[src/pkg/fbe_pkg.sv]
// Constants for the fieldbus enable and status bank
// Contract
// - One 32-bit layout: bits 0-6 interfaces, bits 16-18 protocols.
// - Software switches interfaces and protocols by writing the control word; this build lets it switch only CAN (bit 3).
// - Disable-mask word has 1 for each deactivatable interface or protocol.
// - Enabled word shows the present activation state, not the request.
// - Status array is read-only: count reads 02, then mask, then enabled.
// - Reset status: mask 0000008 (CAN only), enabled 00190009.
// - Control word is 32-bit read/write, resets to 00190009, not mappable.
package fbe_pkg;
  localparam int unsigned FBE_AW = 4;
  localparam int unsigned FBE_DW = 32;
  // Byte addresses of the word registers
  localparam logic [3:0] FBE_OFS_CTRL = 4'h0;
  localparam logic [3:0] FBE_OFS_COUNT = 4'h4;
  localparam logic [3:0] FBE_OFS_MASK = 4'h8;
  localparam logic [3:0] FBE_OFS_ACTIVE = 4'hc;
  // Bit positions of the shared layout
  localparam int unsigned FBE_BIT_USB = 0;
  localparam int unsigned FBE_BIT_RS485 = 1;
  localparam int unsigned FBE_BIT_RS232 = 2;
  localparam int unsigned FBE_BIT_CAN = 3;
  localparam int unsigned FBE_BIT_WIRED_NETWORK_IFACE = 4;
  localparam int unsigned FBE_BIT_INDUSTRIAL_NETWORK_IFACE = 5;
  localparam int unsigned FBE_BIT_SPI = 6;
  localparam int unsigned FBE_BIT_SERIAL_BUS_PROTOCOL = 16;
  localparam int unsigned FBE_BIT_NETWORKED_BUS_PROTOCOL = 17;
  localparam int unsigned FBE_BIT_INDUSTRIAL_IP_PROTOCOL = 18;
  localparam logic [31:0] FBE_DEFINED_BITS = 32'h0007007f;
  // Reset values
  localparam logic [7:0] FBE_RST_COUNT = 8'h02;
  localparam logic [31:0] FBE_RST_MASK = 32'h00000008;
  localparam logic [31:0] FBE_RST_ACTIVE = 32'h00190009;
  localparam logic [31:0] FBE_RST_CTRL = 32'h00190009;
  localparam logic [31:0] FBE_UNMAPPED_DATA = 32'h00000000;
endpackage

[src/pkg/fbe_reg_if.sv]
// Carrier between bus slave and switch core
`timescale 1ns/1ps
interface fbe_reg_if;
  logic wr_ctrl;
  logic [31:0] wdata;
  logic [31:0] ctrl;
  logic [31:0] mask;
  logic [31:0] active;
  modport slave(output wr_ctrl, output wdata, input ctrl, input mask,
    input active);
  modport core(input wr_ctrl, input wdata, output ctrl, output mask,
    output active);
endinterface

[src/rtl/fbe_switch_core.sv]
// Control word, deactivation guard and active state per bit
`timescale 1ns/1ps
module fbe_switch_core
  import fbe_pkg::*;
(
  input wire logic clk_in,
  input wire logic nrst_in,
  fbe_reg_if.core rif
);
  logic [31:0] ctrl_q;
  logic [31:0] ctrl_d;
  logic [31:0] active_q;
  logic [31:0] mask_w;
  logic [31:0] guarded_w;

  // Deactivation is fixed by the build; only CAN may be switched
  assign mask_w = FBE_RST_MASK;
  // Bits not in the mask keep their reset level
  assign guarded_w = (rif.wdata & mask_w) | (FBE_RST_CTRL & ~mask_w);
  assign ctrl_d = rif.wr_ctrl ? guarded_w : ctrl_q;

  always_ff @(posedge clk_in or negedge nrst_in) begin
    if (!nrst_in) begin
      ctrl_q <= FBE_RST_CTRL;
    end else begin
      ctrl_q <= ctrl_d;
    end
  end

  // Active state follows the stored request one cycle later; locked
  // bits never leave their reset level, so all 32 bits mirror ctrl_q
  genvar i;
  generate
    for (i = 0; i < 32; i++) begin : g_bit
      always_ff @(posedge clk_in or negedge nrst_in) begin
        if (!nrst_in) begin
          active_q[i] <= FBE_RST_ACTIVE[i];
        end else begin
          active_q[i] <= ctrl_q[i];
        end
      end
    end
  endgenerate

  assign rif.ctrl = ctrl_q;
  assign rif.mask = mask_w;
  assign rif.active = active_q;

  chk_active_follows: assert property (@(posedge clk_in) disable iff (!nrst_in)
    1'b1 |=> active_q == $past(ctrl_q))
    else $error("active flags do not follow control");
  chk_locked_stays: assert property (@(posedge clk_in) disable iff (!nrst_in)
    (ctrl_q & ~mask_w & FBE_DEFINED_BITS) ==
    (FBE_RST_CTRL & ~mask_w & FBE_DEFINED_BITS))
    else $error("locked control bit changed");
  chk_locked_active: assert property (@(posedge clk_in) disable iff (!nrst_in)
    ##1 (active_q[FBE_BIT_USB] && active_q[FBE_BIT_SERIAL_BUS_PROTOCOL]))
    else $error("locked interface went inactive");
  chk_can_switch: assert property (@(posedge clk_in) disable iff (!nrst_in)
    rif.wr_ctrl |=> ##1
    active_q[FBE_BIT_CAN] == $past(rif.wdata[FBE_BIT_CAN], 2))
    else $error("CAN did not switch as written");
  chk_mask_const: assert property (@(posedge clk_in) disable iff (!nrst_in)
    rif.mask == 32'h00000008)
    else $error("disable mask wrong");
endmodule

[src/rtl/fbe_bank.sv]
// Avalon-MM register bank for fieldbus enable control and status
`timescale 1ns/1ps
module fbe_bank
  import fbe_pkg::*;
(
  input wire logic clk_in,
  input wire logic nrst_in,
  input wire logic [fbe_pkg::FBE_AW-1:0] avs_address_in,
  input wire logic avs_read_in,
  input wire logic avs_write_in,
  input wire logic [fbe_pkg::FBE_DW-1:0] avs_writedata_in,
  input wire logic [3:0] avs_byteenable_in,
  output logic [fbe_pkg::FBE_DW-1:0] avs_readdata_out,
  output logic avs_waitrequest_out,
  output logic avs_readdatavalid_out,
  output logic [31:0] active_flags_out
);
  import fbe_pkg::*;

  fbe_reg_if rif();

  typedef enum logic [0:0] {FBE_IDLE, FBE_DONE} fbe_state_e;
  fbe_state_e state_q;
  fbe_state_e state_d;
  logic [31:0] rdata_q;
  logic [31:0] rdata_d;
  logic rvalid_q;
  logic req_w;
  logic hit_ctrl_w;
  logic hit_count_w;
  logic hit_mask_w;
  logic hit_active_w;
  logic [31:0] be_mask_w;
  logic [31:0] read_mux_w;

  fbe_switch_core fbe_switch_core_i (
    .clk_in(clk_in),
    .nrst_in(nrst_in),
    .rif(rif)
  );

  assign req_w = avs_read_in | avs_write_in;
  assign hit_ctrl_w = avs_address_in == FBE_OFS_CTRL;
  assign hit_count_w = avs_address_in == FBE_OFS_COUNT;
  assign hit_mask_w = avs_address_in == FBE_OFS_MASK;
  assign hit_active_w = avs_address_in == FBE_OFS_ACTIVE;
  assign be_mask_w = {{8{avs_byteenable_in[3]}}, {8{avs_byteenable_in[2]}},
    {8{avs_byteenable_in[1]}}, {8{avs_byteenable_in[0]}}};

  // One wait cycle: request taken in IDLE, completed in DONE
  assign avs_waitrequest_out = req_w & (state_q == FBE_IDLE);

  // Only the control word takes writes; status array ignores them
  assign rif.wr_ctrl = avs_write_in & (state_q == FBE_DONE) & hit_ctrl_w;
  assign rif.wdata = (avs_writedata_in & be_mask_w) |
    (rif.ctrl & ~be_mask_w);

  assign read_mux_w = hit_ctrl_w ? rif.ctrl :
    hit_count_w ? {24'h000000, FBE_RST_COUNT} :
    hit_mask_w ? rif.mask :
    hit_active_w ? rif.active :
    FBE_UNMAPPED_DATA;
  assign rdata_d = (avs_read_in && state_q == FBE_IDLE) ? read_mux_w : rdata_q;

  always_comb begin
    state_d = state_q;
    case (state_q)
      FBE_IDLE: begin
        if (req_w) begin
          state_d = FBE_DONE;
        end
      end
      FBE_DONE: begin
        state_d = FBE_IDLE;
      end
      default: begin
        state_d = FBE_IDLE;
      end
    endcase
  end

  always_ff @(posedge clk_in or negedge nrst_in) begin
    if (!nrst_in) begin
      state_q <= FBE_IDLE;
      rdata_q <= 32'h00000000;
      rvalid_q <= 1'b0;
    end else begin
      state_q <= state_d;
      rdata_q <= rdata_d;
      rvalid_q <= avs_read_in & (state_q == FBE_DONE);
    end
  end

  // Read data already stable in the cycle waitrequest drops
  assign avs_readdata_out = rdata_q;
  assign avs_readdatavalid_out = rvalid_q;
  assign active_flags_out = rif.active;

  chk_read_count: assert property (@(posedge clk_in) disable iff (!nrst_in)
    (avs_read_in && hit_count_w && !avs_waitrequest_out) |->
    avs_readdata_out == 32'h00000002)
    else $error("entry count read wrong");
  chk_status_ro: assert property (@(posedge clk_in) disable iff (!nrst_in)
    (avs_write_in && !hit_ctrl_w) |-> !rif.wr_ctrl)
    else $error("status element accepted a write");
  chk_wait_one: assert property (@(posedge clk_in) disable iff (!nrst_in)
    (req_w && state_q == FBE_IDLE) |=> (req_w -> !avs_waitrequest_out))
    else $error("wait longer than one cycle");
  chk_ctrl_readback: assert property (@(posedge clk_in) disable iff (!nrst_in)
    (avs_read_in && hit_ctrl_w && !avs_waitrequest_out) |->
    avs_readdata_out == rif.ctrl)
    else $error("control readback wrong");
endmodule

[config.mk]
export PLATFORM = sky130hd
export DESIGN_NAME = fbe_bank
export DESIGN_NICKNAME = d
export VERILOG_FILES = /design/src/pkg/fbe_pkg.sv /design/src/pkg/fbe_reg_if.sv /design/src/rtl/fbe_switch_core.sv /design/src/rtl/fbe_bank.sv
export SDC_FILE = /design/constraint.sdc
export NUM_CORES = 1
export LEC_CHECK = 0
export ABC_CLOCK_PERIOD_IN_PS = 1200
export BUFFER_PORTS_ARGS = -buffer_cell sky130_fd_sc_hd__buf_2
export CORE_MARGIN = 5
export CORE_UTILIZATION = 47
export DETAILED_ROUTE_END_ITERATION = 16
export PLACE_DENSITY = 0.83
export SYNTH_ARGS = -nofsm -noshare
export SYNTH_HDL_FRONTEND = slang
export SYNTH_HIERARCHICAL = 1
export SYNTH_SLANG_ARGS = --single-unit
[constraint.sdc]
create_clock -name clk_in -period 1.2 [get_ports clk_in]
set_input_delay 0.24 -clock clk_in [delete_from_list [all_inputs] [get_ports clk_in]]
set_output_delay 0.24 -clock clk_in [all_outputs]
set_load 0.01 [all_outputs]
Word level (Yosys, flattened, before mapping)

Index checks and enable logic that the tools add are counted.

Register bits: 36
Input port bits: 44
Word-level logic and storage cells: 26

Equality and inequality tests: 3
Mux-type cells: 6
Bitwise gates (word level): 10
Reductions and logical operators: 2

Operator list:

| kind               | count |
|---|---|
| $mux 21            | 4 |
| $and 4x4->4        | 2 |
| $eq 4x4->1 const B | 2 |
| $and 1x1->1        | 4 |
| $eq 4x3->1 const B | 1 |
| $logic_not 4->1    | 1 |
| $not 4->4          | 1 |
| $or 4x4->4         | 1 |
| $pmux 1 s2         | 1 |
| $logic_and 1x1->1  | 1 |
| $mux 1             | 1 |
| $not 1->1          | 1 |
| $or 1x1->1         | 1 |

Longest topological paths before layout

Word-level depth: 5
Gate-level depth with buffers: 5
Depth with buffers taken out: 3

Modules after synthesis

Netlist, hierarchy kept.

Modules (own cells, without submodules):

| module          | instances | cells each | area an instance (um2) | seq. area each (um2) |
|---|---|---|---|---|
| fbe_bank        | 1         | 224        | 2304.7                 | 850.8 |
| fbe_switch_core | 1         | 99         | 780.7                  | 52.6 |

Least setup slack after synthesis

OpenSTA, ideal clock, no wires.

Path type: input -> register
From: in avs_address_in[2] (netlist bit)
To: reg fbe_switch_core_i.ctrl_q[3] (netlist: fbe_switch_core_i/rif.ctrl[3])
Setup time: 0.082 ns
Data arrival time: 1.149 ns
Slack: -0.031 ns
Stages: 4
Cell sequence: buf_6 nor4_4 and3_1 mux2_4

Longest elaborated chain between the ends: 2

RTL lines:

| what                 | RTL line              | RTL |
|---|---|---|
| start, declared      | fbe_bank.sv:8         | `input wire logic [fbe_pkg::FBE_AW-1:0] avs_address_in,` |
| $logic_not 4->1      | fbe_bank.sv:43        | `assign hit_ctrl_w = avs_address_in == FBE_OFS_CTRL;` |
| $and 1x1->1          | fbe_bank.sv:54        | `assign rif.wr_ctrl = avs_write_in & (state_q == FBE_DONE) & hit_ctrl_w;` |
| net rif.wr_ctrl      | fbe_reg_if.sv:4       | `logic wr_ctrl;` |
| end signal, assigned | fbe_switch_core.sv:26 | `ctrl_q <= ctrl_d;` |
| end, declared        | fbe_switch_core.sv:10 | `logic [31:0] ctrl_q;` |

The timed path passes the listed nets, and every way through them passes these cells.
A chain may end at the register's enable or synchronous reset.

Final worst setup path

From: reg state_q
To: out avs_waitrequest_out

Longest elaborated chain between the ends: 2

RTL lines:

| what                   | RTL line       | RTL |
|---|---|---|
| start, declared        | fbe_bank.sv:23 | `fbe_state_e state_q;` |
| start signal, assigned | fbe_bank.sv:88 | `state_q <= state_d;` |
| $not 1->1              | fbe_bank.sv:51 | `assign avs_waitrequest_out = req_w & (state_q == FBE_IDLE);` |
| $and 1x1->1            | fbe_bank.sv:51 |  |
| end, declared          | fbe_bank.sv:14 | `output logic avs_waitrequest_out,` |

No other way between the ends.

==> run metrics <==
die area 7420 µm²; Max Cap Violations 0; router iterations before antenna repair 4; fin util 52.7%; worst endpoint required time 0.96 ns; DRT antenna net count 0; status finished, violations left; clock-pin slew on the worst setup and hold paths 0.07 ns; global-route wire length before repair 9.26 mm; Synth Warn # 6; final setup violation count 1; Post-DP Area 2720 µm²; average size of a mapped cell 9.43 µm²; Hold WS 0.247 ns; layout cells sized above 1 27.5%; RSZ-0062 raised after global routing true; Routed wire per std cell 13.4 µm; CTS max path bufs 2; Pwr Total 3.00 mW; wire length on met3 333 µm; leakage 1.60 nW; post-DP HPWL 3.94 mm; Critical Path Start state_q; Total Nets Final 385; die height 86.1 µm; HP Class in2reg; worst setup path end avs_waitrequest_out; GRT Overall Usage 15.7%; global route total overflow 0; Power Density 1020 nW/µm²; DRT iter0 DRCs 90; Setup WS pre-CTS -0.0955 ns; reg2reg path depth 3; Setup crit end kind output pin; area grow syn2layout 7.81%; CTS Buf Count 5; IO Pins 110; Max Fanout on Critical Path 5; routed via count 1829; Final Non-Filler Cells 414; WS Path Type reg2out; Antenna Cells 0; Final Wtd Congestion 0.726; clk root buf clkbuf_8; max layer used met4; Buffers on Ports 44; number of fill cells 541; final setup margin -0.0217 ns; VDD IR max 0.000365 V; number of global-route vias before repair 1919; clk sink count 36; core area 5570 µm²; routed length on met2 2.77 mm; Mapped Cells 289; Clk Latency, worst-skew pair 0.28 ns; R2R Path Start state_q; initial core utilization 48.9%; placed cell count 400; H-tree lvl count 2; DRC violations left 0; fmax 819 MHz; startpoint type of the worst setup path flip-flop; failing checks setup timing; total negative slack -0.0217 ns; Fin. Hold Viols 0; Routed Wire Length 5.54 mm; final slew viol count 0; Chip Width 86.1 µm; reg2reg end avs_readdata_out[1]; met1 WL 2.35 mm; Min Clock Period, post-route 1.22 ns; period utilisation layout 102%; initial antenna violation count 0; Synth Cell Area 2730 µm²; flop2flop setup slack 0.03 ns; largest net degree at the start of global routing 37; # rows 27; final worst clock skew 0.00197 ns; CTS tree built; Via density 4.42; fin area 2940 µm²; critical path arrival 0.98 ns
[per-layer routing]
layer  vias to the layer above  GRT usage [%]
met5                         -              0
met4                         0           4.89
met3                         8           2.59
met2                        52           27.5
met1                       865           19.5
li1                        904              -
[layout make-up]
| class | count | area [µm²] | area share, % |
|---|---|---|---|
| multi-input cells | 233 | 1390 | 47.2 |
| well taps | 72 | 90.1 | 3.07 |
| repair buffers | 65 | 467 | 15.9 |
| clock buffers | 8 | 90.1 | 3.07 |
| flip-flops and latches | 36 | 905 | 30.8 |
[what timing repair did]
action,4_1_cts,5_1_grt
pin swaps,1,5
endpoints found under the setup margin,2,17
cloned,0,2
resized for setup,1,9
hold buffers,1,0
endpoints found under the hold margin,34,0
buffers inserted,0,3
[how the worst min path moves through the flow]
stage | end | slack (ns) | cells after the start | from
floorplan | avs_readdata_out[0] | -0.06 | 0 | nrst_in
global placement | avs_readdata_out[8] | 0.22 | 2 | nrst_in
detailed placement | avs_readdata_out[10] | 0.22 | 2 | nrst_in
CTS | avs_readdatavalid_out | 0.22 | 2 | avs_read_in
global route | avs_readdatavalid_out | 0.24 | 2 | avs_read_in
finish | avs_readdatavalid_out | 0.25 | 2 | avs_read_in
[state kept, by name (all words and copies together) (netlist names)]
| signal | count |
|---|---|
| fbe_switch_core_i/rif.ctrl | 1 |
| avs_readdatavalid_out | 1 |
| avs_readdata_out | 32 |
| state_q | 1 |
| fbe_switch_core_i/rif.active | 1 |
[placed cells by master (no fill, tap or decap), types with 2 or more instances in the layout]
| cell | n |
|---|---|
| conb_1 | 94 |
| buf_2 | 43 |
| dfrtp_1 | 33 |
| mux2i_1 | 32 |
| nand2_1 | 32 |
| nand3_1 | 31 |
| o211ai_1 | 16 |
| o211ai_2 | 15 |
| buf_4 | 13 |
| clkbuf_8 | 6 |
| buf_6 | 3 |
| buf_12 | 3 |
| nor2_1 | 2 |
| clkbuf_1 | 2 |
| clkbuf_16 | 2 |
| dfstp_2 | 2 |
[worst max-delay path: stages, from the launching register on]
cell and delay (ns):
dfrtp_2 0.45, nor2_2 0.10, buf_2 0.15
[where the power goes]
group          internal (mW)  switching, mW
registers               1.33         0.0671
clock network          0.468          0.417
logic                  0.292          0.427
total                   2.09          0.911
Note: power is estimated with default switching activity, not from simulation.
